File: src/share_trim_consts.svh
/*
  Register offsets, field positions, reset values and timing figures of the
  share-bus, volt-second and temperature trim configuration bank.
  Assumes it is included by bare name from files that need these values.
*/
`ifndef SHARE_TRIM_CONSTS_SVH
`define SHARE_TRIM_CONSTS_SVH

// ****************************************
// register offsets
// ****************************************
`define OFS_VOLT_SECOND_GAIN    8'h28
`define OFS_SHARE_OUTPUT_CONFIG 8'h29
`define OFS_SHARE_LOOP_TUNING   8'h2a
`define OFS_THERMAL_ADC_TRIM    8'h2b
`define OFS_FAST_OC_CONFIG      8'h30
`define OFS_EVENT_STATUS        8'h31
`define OFS_EVENT_MASK          8'h32

// ****************************************
// field positions
// ****************************************
`define VSG_GAIN_LSB      0
`define VSG_GAIN_MSB      1
`define SOC_BW_LSB        0
`define SOC_BW_MSB        2
`define SOC_SRC_BIT       3
`define SOC_STREAM_BIT    4
`define SLT_TOL_LSB       0
`define SLT_TOL_MSB       3
`define SLT_DROP_LSB      4
`define SLT_DROP_MSB      7
`define TAT_TRIM_LSB      0
`define TAT_TRIM_MSB      3
`define TAT_POL_BIT       4
`define FOC_TIMEOUT_LSB   0
`define FOC_TIMEOUT_MSB   1
`define EVT_OVERCURRENT   0
`define EVT_SHARE_LOST    1
`define EVT_COUNT         2

// ****************************************
// reset values and fixed figures
// ****************************************
`define RESET_BYTE        8'h00
`define READ_UNMAPPED     8'h00
`define BW_MAX_CODE       3'h7
`define TRIM_SHIFT        7
`define CLK_PERIOD_NS     4
`define VSB_SLOW_MS       700
`define VSB_FAST_MS       10
`define NS_PER_MS         1000000

`endif

File: src/share_trim_pkg.sv
/*
  Types shared by the configuration bank and its two helper modules.
  Assumes nothing beyond a SystemVerilog compiler.
*/
`default_nettype none

package share_trim_pkg;

  typedef logic [7:0] reg_byte_type;

  typedef enum logic {
    share_src_secondary,
    share_src_primary
  } share_src_type;

  typedef enum logic [1:0] {
    guard_idle,
    guard_counting,
    guard_flagged
  } guard_state_type;

endpackage

`default_nettype wire
File: src/overcurrent_guard.sv
/*
  Fast overcurrent guard: blanks the pulse-width outputs for the rest of a
  switching cycle on a comparator trip and raises the flag after the chosen
  number of consecutive tripped cycles.
  Assumes cycle_start is a one-clock pulse at each switching cycle boundary.
*/
`timescale 1ns/1ns
`default_nettype none
`include "share_trim_consts.svh"

module overcurrent_guard #(
  parameter int PWM_COUNT = 4
) (
  input  wire logic                 clk,
  input  wire logic                 rst,
  input  wire logic                 cycle_start,
  input  wire logic                 overcurrent_trip,
  input  wire logic [1:0]           timeout_code,
  input  wire logic [PWM_COUNT-1:0] pwm_in,
  output var  logic [PWM_COUNT-1:0] pwm_out,
  output var  logic                 oc_event
);

  initial
  begin
    if (PWM_COUNT < 1) $error("PWM_COUNT must be at least 1");
  end

  share_trim_pkg::guard_state_type state;
  logic       blank;
  logic       tripped_cycle;
  logic [3:0] run_len;
  logic [3:0] needed;

  // ****************************************
  // blanking
  // ****************************************
  always_ff @(posedge clk)
  begin
    if (rst)
      blank <= 1'b0;
    else if (overcurrent_trip)
      blank <= 1'b1;
    else if (cycle_start)
      blank <= 1'b0;
  end

  always_ff @(posedge clk)
  begin
    if (rst)
      pwm_out <= '0;
    else if (overcurrent_trip || (blank && !cycle_start))
      pwm_out <= '0;
    else
      pwm_out <= pwm_in;
  end

  // ****************************************
  // consecutive-cycle count
  // ****************************************
  assign needed = 4'h1 << timeout_code;

  always_ff @(posedge clk)
  begin
    if (rst)
      tripped_cycle <= 1'b0;
    else if (cycle_start)
      tripped_cycle <= overcurrent_trip;
    else if (overcurrent_trip)
      tripped_cycle <= 1'b1;
  end

  always_ff @(posedge clk)
  begin
    if (rst)
    begin
      state    <= share_trim_pkg::guard_idle;
      run_len  <= 4'h0;
      oc_event <= 1'b0;
    end
    else
    begin
      oc_event <= 1'b0;
      if (cycle_start)
      begin
        case (state)
          share_trim_pkg::guard_idle,
          share_trim_pkg::guard_counting:
          begin
            if (!tripped_cycle)
            begin
              state   <= share_trim_pkg::guard_idle;
              run_len <= 4'h0;
            end
            else if (run_len + 4'h1 >= needed)
            begin
              state    <= share_trim_pkg::guard_flagged;
              run_len  <= 4'h0;
              oc_event <= 1'b1;
            end
            else
            begin
              state   <= share_trim_pkg::guard_counting;
              run_len <= run_len + 4'h1;
            end
          end
          share_trim_pkg::guard_flagged:
          begin
            // a new count starts once a cycle passes clean
            if (!tripped_cycle)
              state <= share_trim_pkg::guard_idle;
          end
          default:
          begin
            state   <= share_trim_pkg::guard_idle;
            run_len <= 4'h0;
          end
        endcase
      end
    end
  end

  // ****************************************
  // checks
  // ****************************************
  AST_TRIP_BLANKS: assert property (@(posedge clk) disable iff (rst)
    overcurrent_trip |=> pwm_out == '0)
    else $error("pwm outputs not blanked after a trip");

  AST_BLANK_UNTIL_CYCLE: assert property (@(posedge clk) disable iff (rst)
    (blank && !cycle_start && !overcurrent_trip) |=> pwm_out == '0)
    else $error("pwm output resumed inside a tripped cycle");

  AST_RESUME_NEXT_CYCLE: assert property (@(posedge clk) disable iff (rst)
    (cycle_start && !overcurrent_trip) |=> pwm_out == $past(pwm_in))
    else $error("pwm outputs did not resume at the new cycle");

  AST_FLAG_AFTER_COUNT: assert property (@(posedge clk) disable iff (rst)
    oc_event |-> $past(run_len) + 4'h1 >= $past(needed)
              && $past(run_len) + 4'h1 <= $past(needed))
    else $error("overcurrent flag raised at the wrong cycle count");

endmodule

`default_nettype wire

File: src/share_bus_vsb_trim_config.sv
/*
  Configuration bank for volt-second balance gain, share-bus output and loop
  tuning, temperature converter gain trim and the fast overcurrent timeout,
  with event status, mask and one interrupt line.
  Assumes a single 250 MHz clock, synchronous inputs, a one-clock
  cycle_start pulse per switching cycle, and a register master that never
  raises both strobes at once.
*/
// The strobed register port was decided locally.
`timescale 1ns/1ns
`default_nettype none
`include "share_trim_consts.svh"

module share_bus_vsb_trim_config #(
  parameter int PWM_COUNT   = 4,
  parameter int SENSE_WIDTH = 12,
  parameter int SLOW_SETTLE_CYCLES = `VSB_SLOW_MS * (`NS_PER_MS / `CLK_PERIOD_NS),
  parameter int FAST_SETTLE_CYCLES = `VSB_FAST_MS * (`NS_PER_MS / `CLK_PERIOD_NS)
) (
  input  wire logic                   clk,
  input  wire logic                   rst,
  input  wire logic [7:0]             addr,
  input  wire logic [7:0]             wdata,
  input  wire logic                   wr,
  input  wire logic                   rd,
  output var  logic [7:0]             rdata,
  input  wire logic                   cycle_start,
  input  wire logic                   overcurrent_trip,
  input  wire logic [PWM_COUNT-1:0]   pwm_in,
  output var  logic [PWM_COUNT-1:0]   pwm_out,
  input  wire logic [SENSE_WIDTH-1:0] primary_current_sense,
  input  wire logic [SENSE_WIDTH-1:0] secondary_current_sense,
  input  wire logic                   share_digital,
  input  wire logic [SENSE_WIDTH-1:0] share_bus_level,
  output var  logic                   share_bus_output_pin,
  output var  logic                   share_update,
  output var  logic [SENSE_WIDTH-1:0] share_current,
  output var  logic                   share_in_tolerance,
  output var  logic [3:0]             master_drop,
  output var  logic [6:0]             vsb_gain_mult,
  output var  logic                   vsb_settling,
  input  wire logic [SENSE_WIDTH-1:0] temp_raw,
  output var  logic [SENSE_WIDTH-1:0] temp_trimmed,
  output logic                        irq
);

  initial
  begin
    if (SENSE_WIDTH < 2 || SENSE_WIDTH > 24) $error("SENSE_WIDTH out of range");
    if (FAST_SETTLE_CYCLES < 1 || SLOW_SETTLE_CYCLES < FAST_SETTLE_CYCLES)
      $error("settle cycle counts inconsistent");
  end

  share_trim_pkg::reg_byte_type volt_second_gain;
  share_trim_pkg::reg_byte_type share_output_config;
  share_trim_pkg::reg_byte_type share_loop_tuning;
  share_trim_pkg::reg_byte_type thermal_adc_trim;
  share_trim_pkg::reg_byte_type fast_oc_config;
  share_trim_pkg::reg_byte_type active_vsg;
  share_trim_pkg::reg_byte_type active_soc;
  share_trim_pkg::reg_byte_type active_slt;
  share_trim_pkg::reg_byte_type active_tat;
  share_trim_pkg::reg_byte_type active_foc;
  logic [`EVT_COUNT-1:0]        event_status;
  logic [`EVT_COUNT-1:0]        event_mask;
  logic [`EVT_COUNT-1:0]        event_set;
  logic                         oc_event;
  logic                         in_tol_now;
  logic [SENSE_WIDTH-1:0]       share_diff;
  logic [31:0]                  settle_count;
  logic [31:0]                  settle_target;
  logic [SENSE_WIDTH+3:0]       trim_product;
  logic [SENSE_WIDTH:0]         trim_corr;
  logic [SENSE_WIDTH:0]         trim_sum;

  // ****************************************
  // register writes
  // ****************************************
  always_ff @(posedge clk)
  begin
    if (rst)
    begin
      volt_second_gain    <= `RESET_BYTE;
      share_output_config <= `RESET_BYTE;
      share_loop_tuning   <= `RESET_BYTE;
      thermal_adc_trim    <= `RESET_BYTE;
      fast_oc_config      <= `RESET_BYTE;
      event_mask          <= '0;
    end
    else if (wr)
    begin
      // reserved bits are stored too so they read back as written, except in the event mask, which keeps only its event bits
      case (addr)
        `OFS_VOLT_SECOND_GAIN:    volt_second_gain    <= wdata;
        `OFS_SHARE_OUTPUT_CONFIG: share_output_config <= wdata;
        `OFS_SHARE_LOOP_TUNING:   share_loop_tuning   <= wdata;
        `OFS_THERMAL_ADC_TRIM:    thermal_adc_trim    <= wdata;
        `OFS_FAST_OC_CONFIG:      fast_oc_config      <= wdata;
        `OFS_EVENT_MASK:          event_mask          <= wdata[`EVT_COUNT-1:0];
        default:                  ;
      endcase
    end
  end

  // ****************************************
  // switching-cycle shadows
  // ****************************************
  // a setting never changes mid-cycle, so a cycle never mixes two settings
  always_ff @(posedge clk)
  begin
    if (rst)
    begin
      active_vsg <= `RESET_BYTE;
      active_soc <= `RESET_BYTE;
      active_slt <= `RESET_BYTE;
      active_tat <= `RESET_BYTE;
      active_foc <= `RESET_BYTE;
    end
    else if (cycle_start)
    begin
      active_vsg <= volt_second_gain;
      active_soc <= share_output_config;
      active_slt <= share_loop_tuning;
      active_tat <= thermal_adc_trim;
      active_foc <= fast_oc_config;
    end
  end

  // ****************************************
  // register reads
  // ****************************************
  always_ff @(posedge clk)
  begin
    if (rst)
      rdata <= `READ_UNMAPPED;
    else if (rd)
    begin
      case (addr)
        `OFS_VOLT_SECOND_GAIN:    rdata <= volt_second_gain;
        `OFS_SHARE_OUTPUT_CONFIG: rdata <= share_output_config;
        `OFS_SHARE_LOOP_TUNING:   rdata <= share_loop_tuning;
        `OFS_THERMAL_ADC_TRIM:    rdata <= thermal_adc_trim;
        `OFS_FAST_OC_CONFIG:      rdata <= fast_oc_config;
        `OFS_EVENT_STATUS:        rdata <= {{(8-`EVT_COUNT){1'b0}}, event_status};
        `OFS_EVENT_MASK:          rdata <= {{(8-`EVT_COUNT){1'b0}}, event_mask};
        default:                  rdata <= `READ_UNMAPPED;
      endcase
    end
    else
      rdata <= `READ_UNMAPPED;
  end

  // ****************************************
  // fast overcurrent and share output
  // ****************************************
  overcurrent_guard #(
    .PWM_COUNT (PWM_COUNT)
  ) u_guard (
    .clk              (clk),
    .rst              (rst),
    .cycle_start      (cycle_start),
    .overcurrent_trip (overcurrent_trip),
    .timeout_code     (active_foc[`FOC_TIMEOUT_MSB:`FOC_TIMEOUT_LSB]),
    .pwm_in           (pwm_in),
    .pwm_out          (pwm_out),
    .oc_event         (oc_event)
  );

  share_select #(
    .SENSE_WIDTH (SENSE_WIDTH)
  ) u_share (
    .clk                     (clk),
    .rst                     (rst),
    .cycle_start             (cycle_start),
    .bitstream_sel           (active_soc[`SOC_STREAM_BIT]),
    .source_sel              (active_soc[`SOC_SRC_BIT]),
    .bandwidth               (active_soc[`SOC_BW_MSB:`SOC_BW_LSB]),
    .primary_current_sense   (primary_current_sense),
    .secondary_current_sense (secondary_current_sense),
    .share_digital           (share_digital),
    .share_current           (share_current),
    .share_bus_output_pin    (share_bus_output_pin),
    .share_update            (share_update)
  );

  // ****************************************
  // share loop tuning
  // ****************************************
  assign share_diff = (share_current >= share_bus_level) ? share_current - share_bus_level
                                                         : share_bus_level - share_current;
  assign in_tol_now = share_diff <= SENSE_WIDTH'(active_slt[`SLT_TOL_MSB:`SLT_TOL_LSB]);

  always_ff @(posedge clk)
  begin
    if (rst)
    begin
      master_drop        <= 4'h0;
      share_in_tolerance <= 1'b1;
    end
    else
    begin
      master_drop        <= active_slt[`SLT_DROP_MSB:`SLT_DROP_LSB];
      share_in_tolerance <= in_tol_now;
    end
  end

  // ****************************************
  // volt-second balance gain and settling
  // ****************************************
  always_ff @(posedge clk)
  begin
    if (rst)
      vsb_gain_mult <= 7'h01;
    else
      vsb_gain_mult <= 7'h01 << {active_vsg[`VSG_GAIN_MSB:`VSG_GAIN_LSB], 1'b0};
  end

  // settle window shrinks with gain; code 11 uses its own figure
  assign settle_target = (active_vsg[`VSG_GAIN_MSB:`VSG_GAIN_LSB] == 2'h3)
                       ? 32'(FAST_SETTLE_CYCLES)
                       : 32'(SLOW_SETTLE_CYCLES) >> {active_vsg[`VSG_GAIN_MSB:`VSG_GAIN_LSB], 1'b0};

  always_ff @(posedge clk)
  begin
    if (rst || (cycle_start && volt_second_gain != active_vsg))
    begin
      settle_count <= 32'h0;
      vsb_settling <= 1'b1;
    end
    else if (settle_count + 32'h1 >= settle_target)
      vsb_settling <= 1'b0;
    else
      settle_count <= settle_count + 32'h1;
  end

  // ****************************************
  // temperature gain trim
  // ****************************************
  // 15/128 of the reading gives just under twelve percent at the top code
  assign trim_product = temp_raw * active_tat[`TAT_TRIM_MSB:`TAT_TRIM_LSB];
  assign trim_corr    = (SENSE_WIDTH+1)'(trim_product >> `TRIM_SHIFT);
  assign trim_sum     = active_tat[`TAT_POL_BIT] ? {1'b0, temp_raw} - trim_corr
                                                 : {1'b0, temp_raw} + trim_corr;

  always_ff @(posedge clk)
  begin
    if (rst)
      temp_trimmed <= '0;
    else if (trim_sum[SENSE_WIDTH])
      temp_trimmed <= '1; // saturate instead of wrapping to a cold reading
    else
      temp_trimmed <= trim_sum[SENSE_WIDTH-1:0];
  end

  // ****************************************
  // events and interrupt
  // ****************************************
  assign event_set[`EVT_OVERCURRENT] = oc_event;
  assign event_set[`EVT_SHARE_LOST]  = share_in_tolerance && !in_tol_now;

  always_ff @(posedge clk)
  begin
    if (rst)
      event_status <= '0;
    else if (wr && addr == `OFS_EVENT_STATUS)
      event_status <= (event_status & ~wdata[`EVT_COUNT-1:0]) | event_set;
    else
      event_status <= event_status | event_set;
  end

  assign irq = |(event_status & event_mask);

  // ****************************************
  // checks
  // ****************************************
  AST_READBACK: assert property (@(posedge clk) disable iff (rst)
    (wr && addr == `OFS_SHARE_LOOP_TUNING) ##1 (rd && addr == `OFS_SHARE_LOOP_TUNING && !wr)
      |=> rdata == $past(wdata, 2))
    else $error("share loop tuning did not read back as written");

  AST_GAIN_MAP: assert property (@(posedge clk) disable iff (rst)
    ##1 $past(active_vsg[`VSG_GAIN_MSB:`VSG_GAIN_LSB]) == 2'h3 |-> vsb_gain_mult == 7'h40)
    else $error("top gain code does not give gain 64");

  AST_OC_STATUS: assert property (@(posedge clk) disable iff (rst)
    oc_event |=> event_status[`EVT_OVERCURRENT])
    else $error("overcurrent event not latched");

  AST_SHADOW_HOLD: assert property (@(posedge clk) disable iff (rst)
    !cycle_start |=> $stable(active_soc) && $stable(active_foc))
    else $error("setting changed inside a switching cycle");

endmodule

`default_nettype wire

File: src/share_select.sv
/*
  Share-bus output selection: picks the current reading for sharing, drives
  the share output pin with either a bit stream or the digital share signal,
  and paces the share loop by the bandwidth code.
  Assumes cycle_start is a one-clock pulse per switching cycle.
*/
`timescale 1ns/1ns
`default_nettype none
`include "share_trim_consts.svh"

module share_select #(
  parameter int SENSE_WIDTH = 12
) (
  input  wire logic                   clk,
  input  wire logic                   rst,
  input  wire logic                   cycle_start,
  input  wire logic                   bitstream_sel,
  input  wire logic                   source_sel,
  input  wire logic [2:0]             bandwidth,
  input  wire logic [SENSE_WIDTH-1:0] primary_current_sense,
  input  wire logic [SENSE_WIDTH-1:0] secondary_current_sense,
  input  wire logic                   share_digital,
  output var  logic [SENSE_WIDTH-1:0] share_current,
  output var  logic                   share_bus_output_pin,
  output var  logic                   share_update
);

  initial
  begin
    if (SENSE_WIDTH < 2) $error("SENSE_WIDTH must be at least 2");
  end

  logic [SENSE_WIDTH:0] sigma;
  logic [7:0]           pace;
  logic [7:0]           pace_end;

  // ****************************************
  // source and output pin
  // ****************************************
  always_ff @(posedge clk)
  begin
    if (rst)
      share_current <= '0;
    else if (share_trim_pkg::share_src_type'(source_sel) == share_trim_pkg::share_src_primary)
      share_current <= primary_current_sense;
    else
      share_current <= secondary_current_sense;
  end

  // first-order modulator; the carry is the stream bit
  always_ff @(posedge clk)
  begin
    if (rst)
      sigma <= '0;
    else
      sigma <= {1'b0, sigma[SENSE_WIDTH-1:0]} + {1'b0, share_current};
  end

  always_ff @(posedge clk)
  begin
    if (rst)
      share_bus_output_pin <= 1'b0;
    else if (bitstream_sel)
      share_bus_output_pin <= sigma[SENSE_WIDTH];
    else
      share_bus_output_pin <= share_digital;
  end

  // ****************************************
  // loop pacing
  // ****************************************
  // code 111 updates every switching cycle, each step down halves the rate
  assign pace_end = 8'h01 << (`BW_MAX_CODE - bandwidth);

  always_ff @(posedge clk)
  begin
    if (rst)
    begin
      pace         <= 8'h00;
      share_update <= 1'b0;
    end
    else
    begin
      share_update <= 1'b0;
      if (cycle_start)
      begin
        if (pace + 8'h01 >= pace_end)
        begin
          pace         <= 8'h00;
          share_update <= 1'b1;
        end
        else
          pace <= pace + 8'h01;
      end
    end
  end

  AST_PIN_DIGITAL: assert property (@(posedge clk) disable iff (rst)
    !bitstream_sel |=> share_bus_output_pin == $past(share_digital))
    else $error("share pin does not follow the digital share signal");

  AST_FULL_BANDWIDTH: assert property (@(posedge clk) disable iff (rst)
    (cycle_start && bandwidth == 3'h7 && $stable(bandwidth)) |=> share_update)
    else $error("top bandwidth code missed a share update");

endmodule

`default_nettype wire

File: config.mk
export PLATFORM = sky130hd
export DESIGN_NAME = share_bus_vsb_trim_config
export DESIGN_NICKNAME = d
export VERILOG_FILES = /design/src/share_trim_pkg.sv /design/src/overcurrent_guard.sv /design/src/share_bus_vsb_trim_config.sv /design/src/share_select.sv
export VERILOG_INCLUDE_DIRS = /design/src
export SDC_FILE = /design/constraint.sdc
export NUM_CORES = 1
export LEC_CHECK = 0
export ABC_CLOCK_PERIOD_IN_PS = 5200
export BUFFER_PORTS_ARGS = -buffer_cell sky130_fd_sc_hd__buf_2
export CORE_MARGIN = 1
export CORE_UTILIZATION = 54
export DETAILED_ROUTE_END_ITERATION = 8
export GPL_ROUTABILITY_DRIVEN = 0
export GPL_TIMING_DRIVEN = 0
export PLACE_DENSITY_LB_ADDON = 0.1
export SYNTH_ARGS = -nofsm -noshare
export SYNTH_HDL_FRONTEND = slang
export SYNTH_SLANG_ARGS = --single-unit
File: constraint.sdc
create_clock -name clk -period 5.2 [get_ports clk]
set_input_delay 0.26 -clock clk [delete_from_list [all_inputs] [get_ports clk]]
set_output_delay 0.26 -clock clk [all_outputs]
set_load 0.05 [all_outputs]
==> Yosys cells after proc, flatten, opt, wreduce, memory -nomap -nowiden <==
Cells that the tools add are included.
{ "word_totals": {"output_inout_bits": 52, "input_bits": 75, "reg_bits": 185, "wordCells": 117} }
{ "classes": {"bitwise": 10, "order_cmp": 5, "shift": 4, "addsub": 9, "n_reduce_logical": 24, "mux": 22, "multipliers": 1, "eq_ne": 12} }
{ "op_table": {"columns": ["cell", "n"], "rows": [
  ["$eq A8 B6 Y1 const B", 7],
  ["$pmux W8 S7", 1],
  ["$mux W12", 3],
  ["$add A32 B1 Y32 const B", 1],
  ["$ge A32 B32 Y1", 1],
  ["$mux W32", 1],
  ["$shr A28 B3 Y32 const A", 1],
  ["$sub A12 B12 Y12", 2],
  ["$mul A12 B4 Y16", 1],
  ["$reduce_and A2 Y1", 8],
  ["$add A12 B12 Y13", 1],
  ["$add A12 B9 Y13", 1],
  ["$mux W13", 1],
  ["$sub A12 B9 Y13", 1],
  ["$ge A12 B12 Y1", 1],
  ["$le A12 B4 Y1", 1],
  ["$reduce_or A2 Y1", 5],
  ["$add A8 B1 Y8 const B", 1],
  ["$ge A8 B8 Y1", 1],
  ["$mux W2", 4],
  ["$mux W4", 2],
  ["$mux W8", 1],
  ["$ne A8 B8 Y1", 1],
  ["$pmux W4 S2", 1],
  ["other kinds (21)", 39]
]} }

==> Longest topological paths before layout <==
{ "logic_depth": {"word_depth": 7, "mapped_depth": 26} }

==> Modules after synthesis <==
A second synthesis with hierarchy kept.
{ "unflattened": {"hier_cells": 1441, "area_unflattened_um2": 12381.9} }
{ "modules_own_cells": {"columns": ["module", "n_inst", "seq_area_each_um2", "cells_per_inst", "area_each_um2"], "rows": [
  ["share_bus_vsb_trim_config", 1, 2682.6, 1158, 9765.6],
  ["share_select", 1, 700.7, 221, 2010.7],
  ["overcurrent_guard", 1, 260.2, 62, 605.6]
]} }

==> Least setup slack after synthesis <==
OpenSTA, ideal clock, no wires.
{ "synth_timing": {"path_kind": "register to register", "start": "register active_tat[2]", "end": "register temp_trimmed[1]", "setup_slack_ns": -0.369, "stages_incl_launch_ff": 26, "t_required_ns": 5.068, "setup_time_ns": 0.132, "period_less_slack_ns": 5.569, "n_path_buf": 2, "arrival_time_ns": 5.436, "cell_sequence": "dfxtp_1 > clkbuf_1 > and2_1 > fa_1 > fa_1 > ha_1 > a2111oi_0 > o21ai_0 > a31oi_1 > xnor2_1 > inv_1 > ha_1 > nor2_1 > xnor2_1 > xnor2_1 > ha_1 > nor2b_1 > o21a_1 > o21ai_0 > nand2b_1 > a31o_2 > a41oi_1 > a211o_1 > xor2_1 > buf_2 > a21oi_1"} }
{ "synth_between": {"elab_chain_len": 4, "word_cells_on_any_way": 5, "cone_classes": "add/sub: 2; mul: 1; mux: 2"} }
{ "synth_lines": {"columns": ["item", "line", "rtl"], "rows": [
  ["start, declared", "share_bus_vsb_trim_config.sv:62", "share_trim_pkg::reg_byte_type active_tat;"],
  ["start signal, assigned", "share_bus_vsb_trim_config.sv:116", "active_tat <= `RESET_BYTE;"],
  ["start signal, assigned", "share_bus_vsb_trim_config.sv:124", "active_tat <= thermal_adc_trim;"],
  ["$mul A12 B4 Y16 (*)", "share_bus_vsb_trim_config.sv:240", "assign trim_product = temp_raw * active_tat[`TAT_TRIM_MSB:`TAT_TRIM_LSB];"],
  ["$add A12 B9 Y13 or $sub A12 B9 Y13 (tied branches)", "share_bus_vsb_trim_config.sv:243, share_bus_vsb_trim_config.sv:242", null],
  ["$mux W13 (*)", "share_bus_vsb_trim_config.sv:242", "assign trim_sum = active_tat[`TAT_POL_BIT] ? {1'b0, temp_raw} - trim_corr"],
  ["$mux W12 (*)", "share_bus_vsb_trim_config.sv:249", "else if (trim_sum[SENSE_WIDTH])"],
  ["end signal, assigned", "share_bus_vsb_trim_config.sv:252", "temp_trimmed <= trim_sum[SENSE_WIDTH-1:0];"],
  ["end, declared", "share_bus_vsb_trim_config.sv:43", "output var logic [SENSE_WIDTH-1:0] temp_trimmed,"]
]} }
Every way passes the cells marked *; elsewhere a longest branch is shown, timed or not.
A chain may end at the register's enable or synchronous reset.

==> Worst setup path in the final report <==
{ "layout_timing": {"start": "register active_tat[3]", "end": "register temp_trimmed[11]"} }
The elaborated chain is that of the path after synthesis.

==> results.txt <==
status: finished, violations left
failing checks: negative setup slack
Synth Area in Adders: 15.7%
wire length per cell: 16.3 microns
first-pass GRT wire length: 47.8 mm
starting density of the core: 55.2%
fin cells: 1873
Final Max Tran Viols: 0
die height: 152 microns
Hold Path Class: in2reg
fraction of power spent switching nets: 29.3%
clk_skew: 0.0106 ns
Worst-Margin Slew: 1.21 ns
initial antenna violation count: 0
clk sinks: 182
LEAKAGE: 6.26 nW
area delta synth->final: 17.7%
max_slew headroom: 19.2%
clock share of power: 38.9%
slowest cell delay on critical path: 0.57 ns
total track usage: 26.5%
ys flop type: dfxtp_1
Die ar.: 23000 sq um
YS warnings: 0
share of layout cells above drive strength 1: 17.7%
CP max-delay cell: fa_1
internal power: 2.28 mW
Synth top cells by count: 182 x dfxtp_1, 171 x nor2_1, 115 x ha_1
core area: 21900 sq um
R2R Setup Slk: -0.32 ns
register area share after synthesis: 30.1%
crit end category: flop
fmax: 181 MHz
Switching Power: 942 uW
RR Startpoint: active_tat[3]
hold depth: 2
Distinct cells, synth: 73
power share of the combinational group: 16.0%
final worst slack: -0.316 ns
#FFs+latches synth: 182
CP bufs+invs: 3
Startpoint Class: flop
critical path cell sequence: buf_8, and2_4, fa_1, fa_1, ha_4, a2111oi_4, o21ai_2, a31oi_1, xnor2_1, inv_1, ha_4, mux2i_4, inv_2, fa_2, nor2b_4, o21a_1, o21ai_2, nand2b_1, a31o_2, a41oi_2, a211o_4, or3_4, a41oi_2
leading area contributor after synthesis: dfxtp_1
remaining global-route overflow: 0
Fill cells: 1899
via/cell ratio: 5.62
Routed Antenna Nets: 0
PortBufs: 122
main combinational cell family by area after synthesis: simple AND/OR/NAND/NOR gates
met2 Usage GRT: 43.7%
top cells by area, synth: dfxtp_1 30%, ha_1 12%, mux2i_1 7.0%
Hold Path Sink: u_guard.pwm_out[2]
Hold Path Origin: pwm_in[2]
Pwr Density: 226 nW/um^2
Setup CP Type: reg2reg
WL final: 30.5 mm
Inst Count DP: 1810
largest net degree at the start of global routing: 19
H-tree depth: 4
Most Crowded Layer GR: met2
Worst EP required: 5.54 ns
post-synthesis xor/xnor area fraction: 7.10%
final setup fails: 12
Rows: 54
Die W: 152 microns
TritonCTS clock tree: yes
Reg-to-Reg End: temp_trimmed[11]
Top Ports: 127
Design Power: 3.22 mW
Final min period: 5.52 ns
final hold viol count: 0
register clock-pin slew on the reported worst setup and hold paths: 0.07 ns
First-pass DRT Iterations: 5
fin nets: 1792
share of the synthesized area in the top cell type: 30.1%
clock network latency to the later pin of the worst-skew pair: 0.44 ns
EDFF count, synth: 0
sequential share of power: 45.1%
Max IR drop VDD: 0.224 mV
worst reg-to-reg path cell count: 23
root buf cell: clkbuf_16
via count: 10500
post-synthesis mux area share: 8.43%
share of flip-flops with an asynchronous set or reset: 0%
data arrival time of the critical path: 5.86 ns
Global Route met1 Usage: 35.2%
DP Wirelength: 22.5 mm
largest fanout on the critical path: 7
GRT met3 Usage: 3.89%
Num CTS Buffers: 17
Avg Synthesized Cell Area: 8.60 sq um
Cells after Synth: 1406
hold_buf cts: 0
max cap viols: 0
vias in the first global route: 9648
fin crit share: 106%
critical path's top delay family: adder cells
DRC: 0
most common cell in the netlist: dfxtp_1
CTS max path bufs: 2
post-synthesis compound-gate area fraction: 12.4%
DR iter-0 viols: 536
simple-gate share of the synthesized area: 21.5%
RSZ-0062 raised after global routing: yes
Synth Cell Area: 12100 sq um
TNS Setup: -3.11 ns
-- power by group through the flow --
stage          combinational [mW]  clock [mW]  sequential, mW
2_1_floorplan               0.292           0            1.54
4_1_cts                     0.502        1.27            1.45
3_5_place_dp                0.481           0            1.49
6_report                    0.514        1.25            1.45
5_1_grt                     0.566        1.33            1.46
3_3_place_gp                0.473           0            1.49
-- cell families after synthesis --
family	Yosys count
buffers and inverters	146
adders and majority gates	138
and+or+nand+nor	511
xor gates and xnor gates	98
other	1
DFF	182
muxes	94
AOI/OAI and AO/OA	236
-- per-stage QoR --
stage / util [%] / cell area, sq um / setup slack, ns / hold slack [ns]
floorplan: - / 12200 / -0.0154 / 0.377
global placement: 59.9 / 13100 / -0.653 / 0.436
detailed placement: 59.9 / 13100 / -0.648 / 0.450
CTS: 64.0 / 14000 / -0.242 / 0.0401
global route: 65.0 / 14200 / -0.588 / 0.0443
finish: 65.0 / 14200 / -0.316 / 0.0493
-- cell usage in the layout, fill, tap and decap left out, types with 12 or more instances in the layout --
cell	n
clkbuf_16	17
ha_1	110
o21ai_0	42
a22oi_1	12
and2_1	45
nor2_1	168
nor2b_1	19
inv_1	80
nand2b_1	16
a21oi_1	69
fa_1	22
or3_1	17
nor3_1	30
nand2_1	76
a21o_1	22
buf_2	126
xor2_1	31
dfxtp_1	179
buf_4	32
mux2i_1	83
nand3_1	41
xnor2_1	64
clkbuf_1	47
-- cell type report --
class                      instances  area [sq um]  share of cell area [%]
antenna                            1          2.50                  0.0176
buffer                            64           305                    2.15
clock buffer                      18           439                    3.09
clock inverter                    14           135                   0.950
inverter                          82           308                    2.16
multi-input combinational       1080          8200                    57.6
sequential                       182          3650                    25.7
tap                              280           350                    2.46
timing repair buffer             152           840                    5.90
-- repair_timing --
item                                    CTS  global route
gates cloned                              1             0
endpoints found under the setup margin   12            12
pin swaps                                22            15
gates resized for setup                  29            33
setup buffers                            24             5
-- sequential cells by signal, summed over array words and instances, names as in the netlist, 12 cells and up --
register	cells
u_share.sigma	13
settle_count	32
temp_trimmed	12
u_share.share_current	12
-- worst max-delay path by stage --
stage / cells after the start / from / slack [ns] / to
2_1_floorplan: 25 / active_tat[1] / -0.02 / temp_trimmed[1]
6_report: 23 / active_tat[3] / -0.32 / temp_trimmed[11]
3_3_place_gp: 26 / active_tat[2] / -0.65 / temp_trimmed[3]
5_1_grt: 23 / active_tat[3] / -0.59 / temp_trimmed[10]
3_5_place_dp: 25 / active_tat[2] / -0.65 / temp_trimmed[11]
4_1_cts: 25 / active_tat[3] / -0.24 / temp_trimmed[8]
-- per-layer routing --
metal	routed length (microns)	share of wire [%]
met5	0	0
met4	754	2.5
met3	1690	5.5
met2	14100	46
met1	14000	46
-- worst reg2reg max path, delay by kind of cell, from the launching register on --
kind | cells | cell delay (ns)
flops | 1 | 0.36
compound gates | 9 | 1.69
mux | 1 | 0.17
fa+ha+maj | 5 | 1.99
simple gates | 4 | 0.74
buf+inv | 3 | 0.30
xor+xnor | 1 | 0.17
Note: power is estimated with default switching activity, not from simulation.
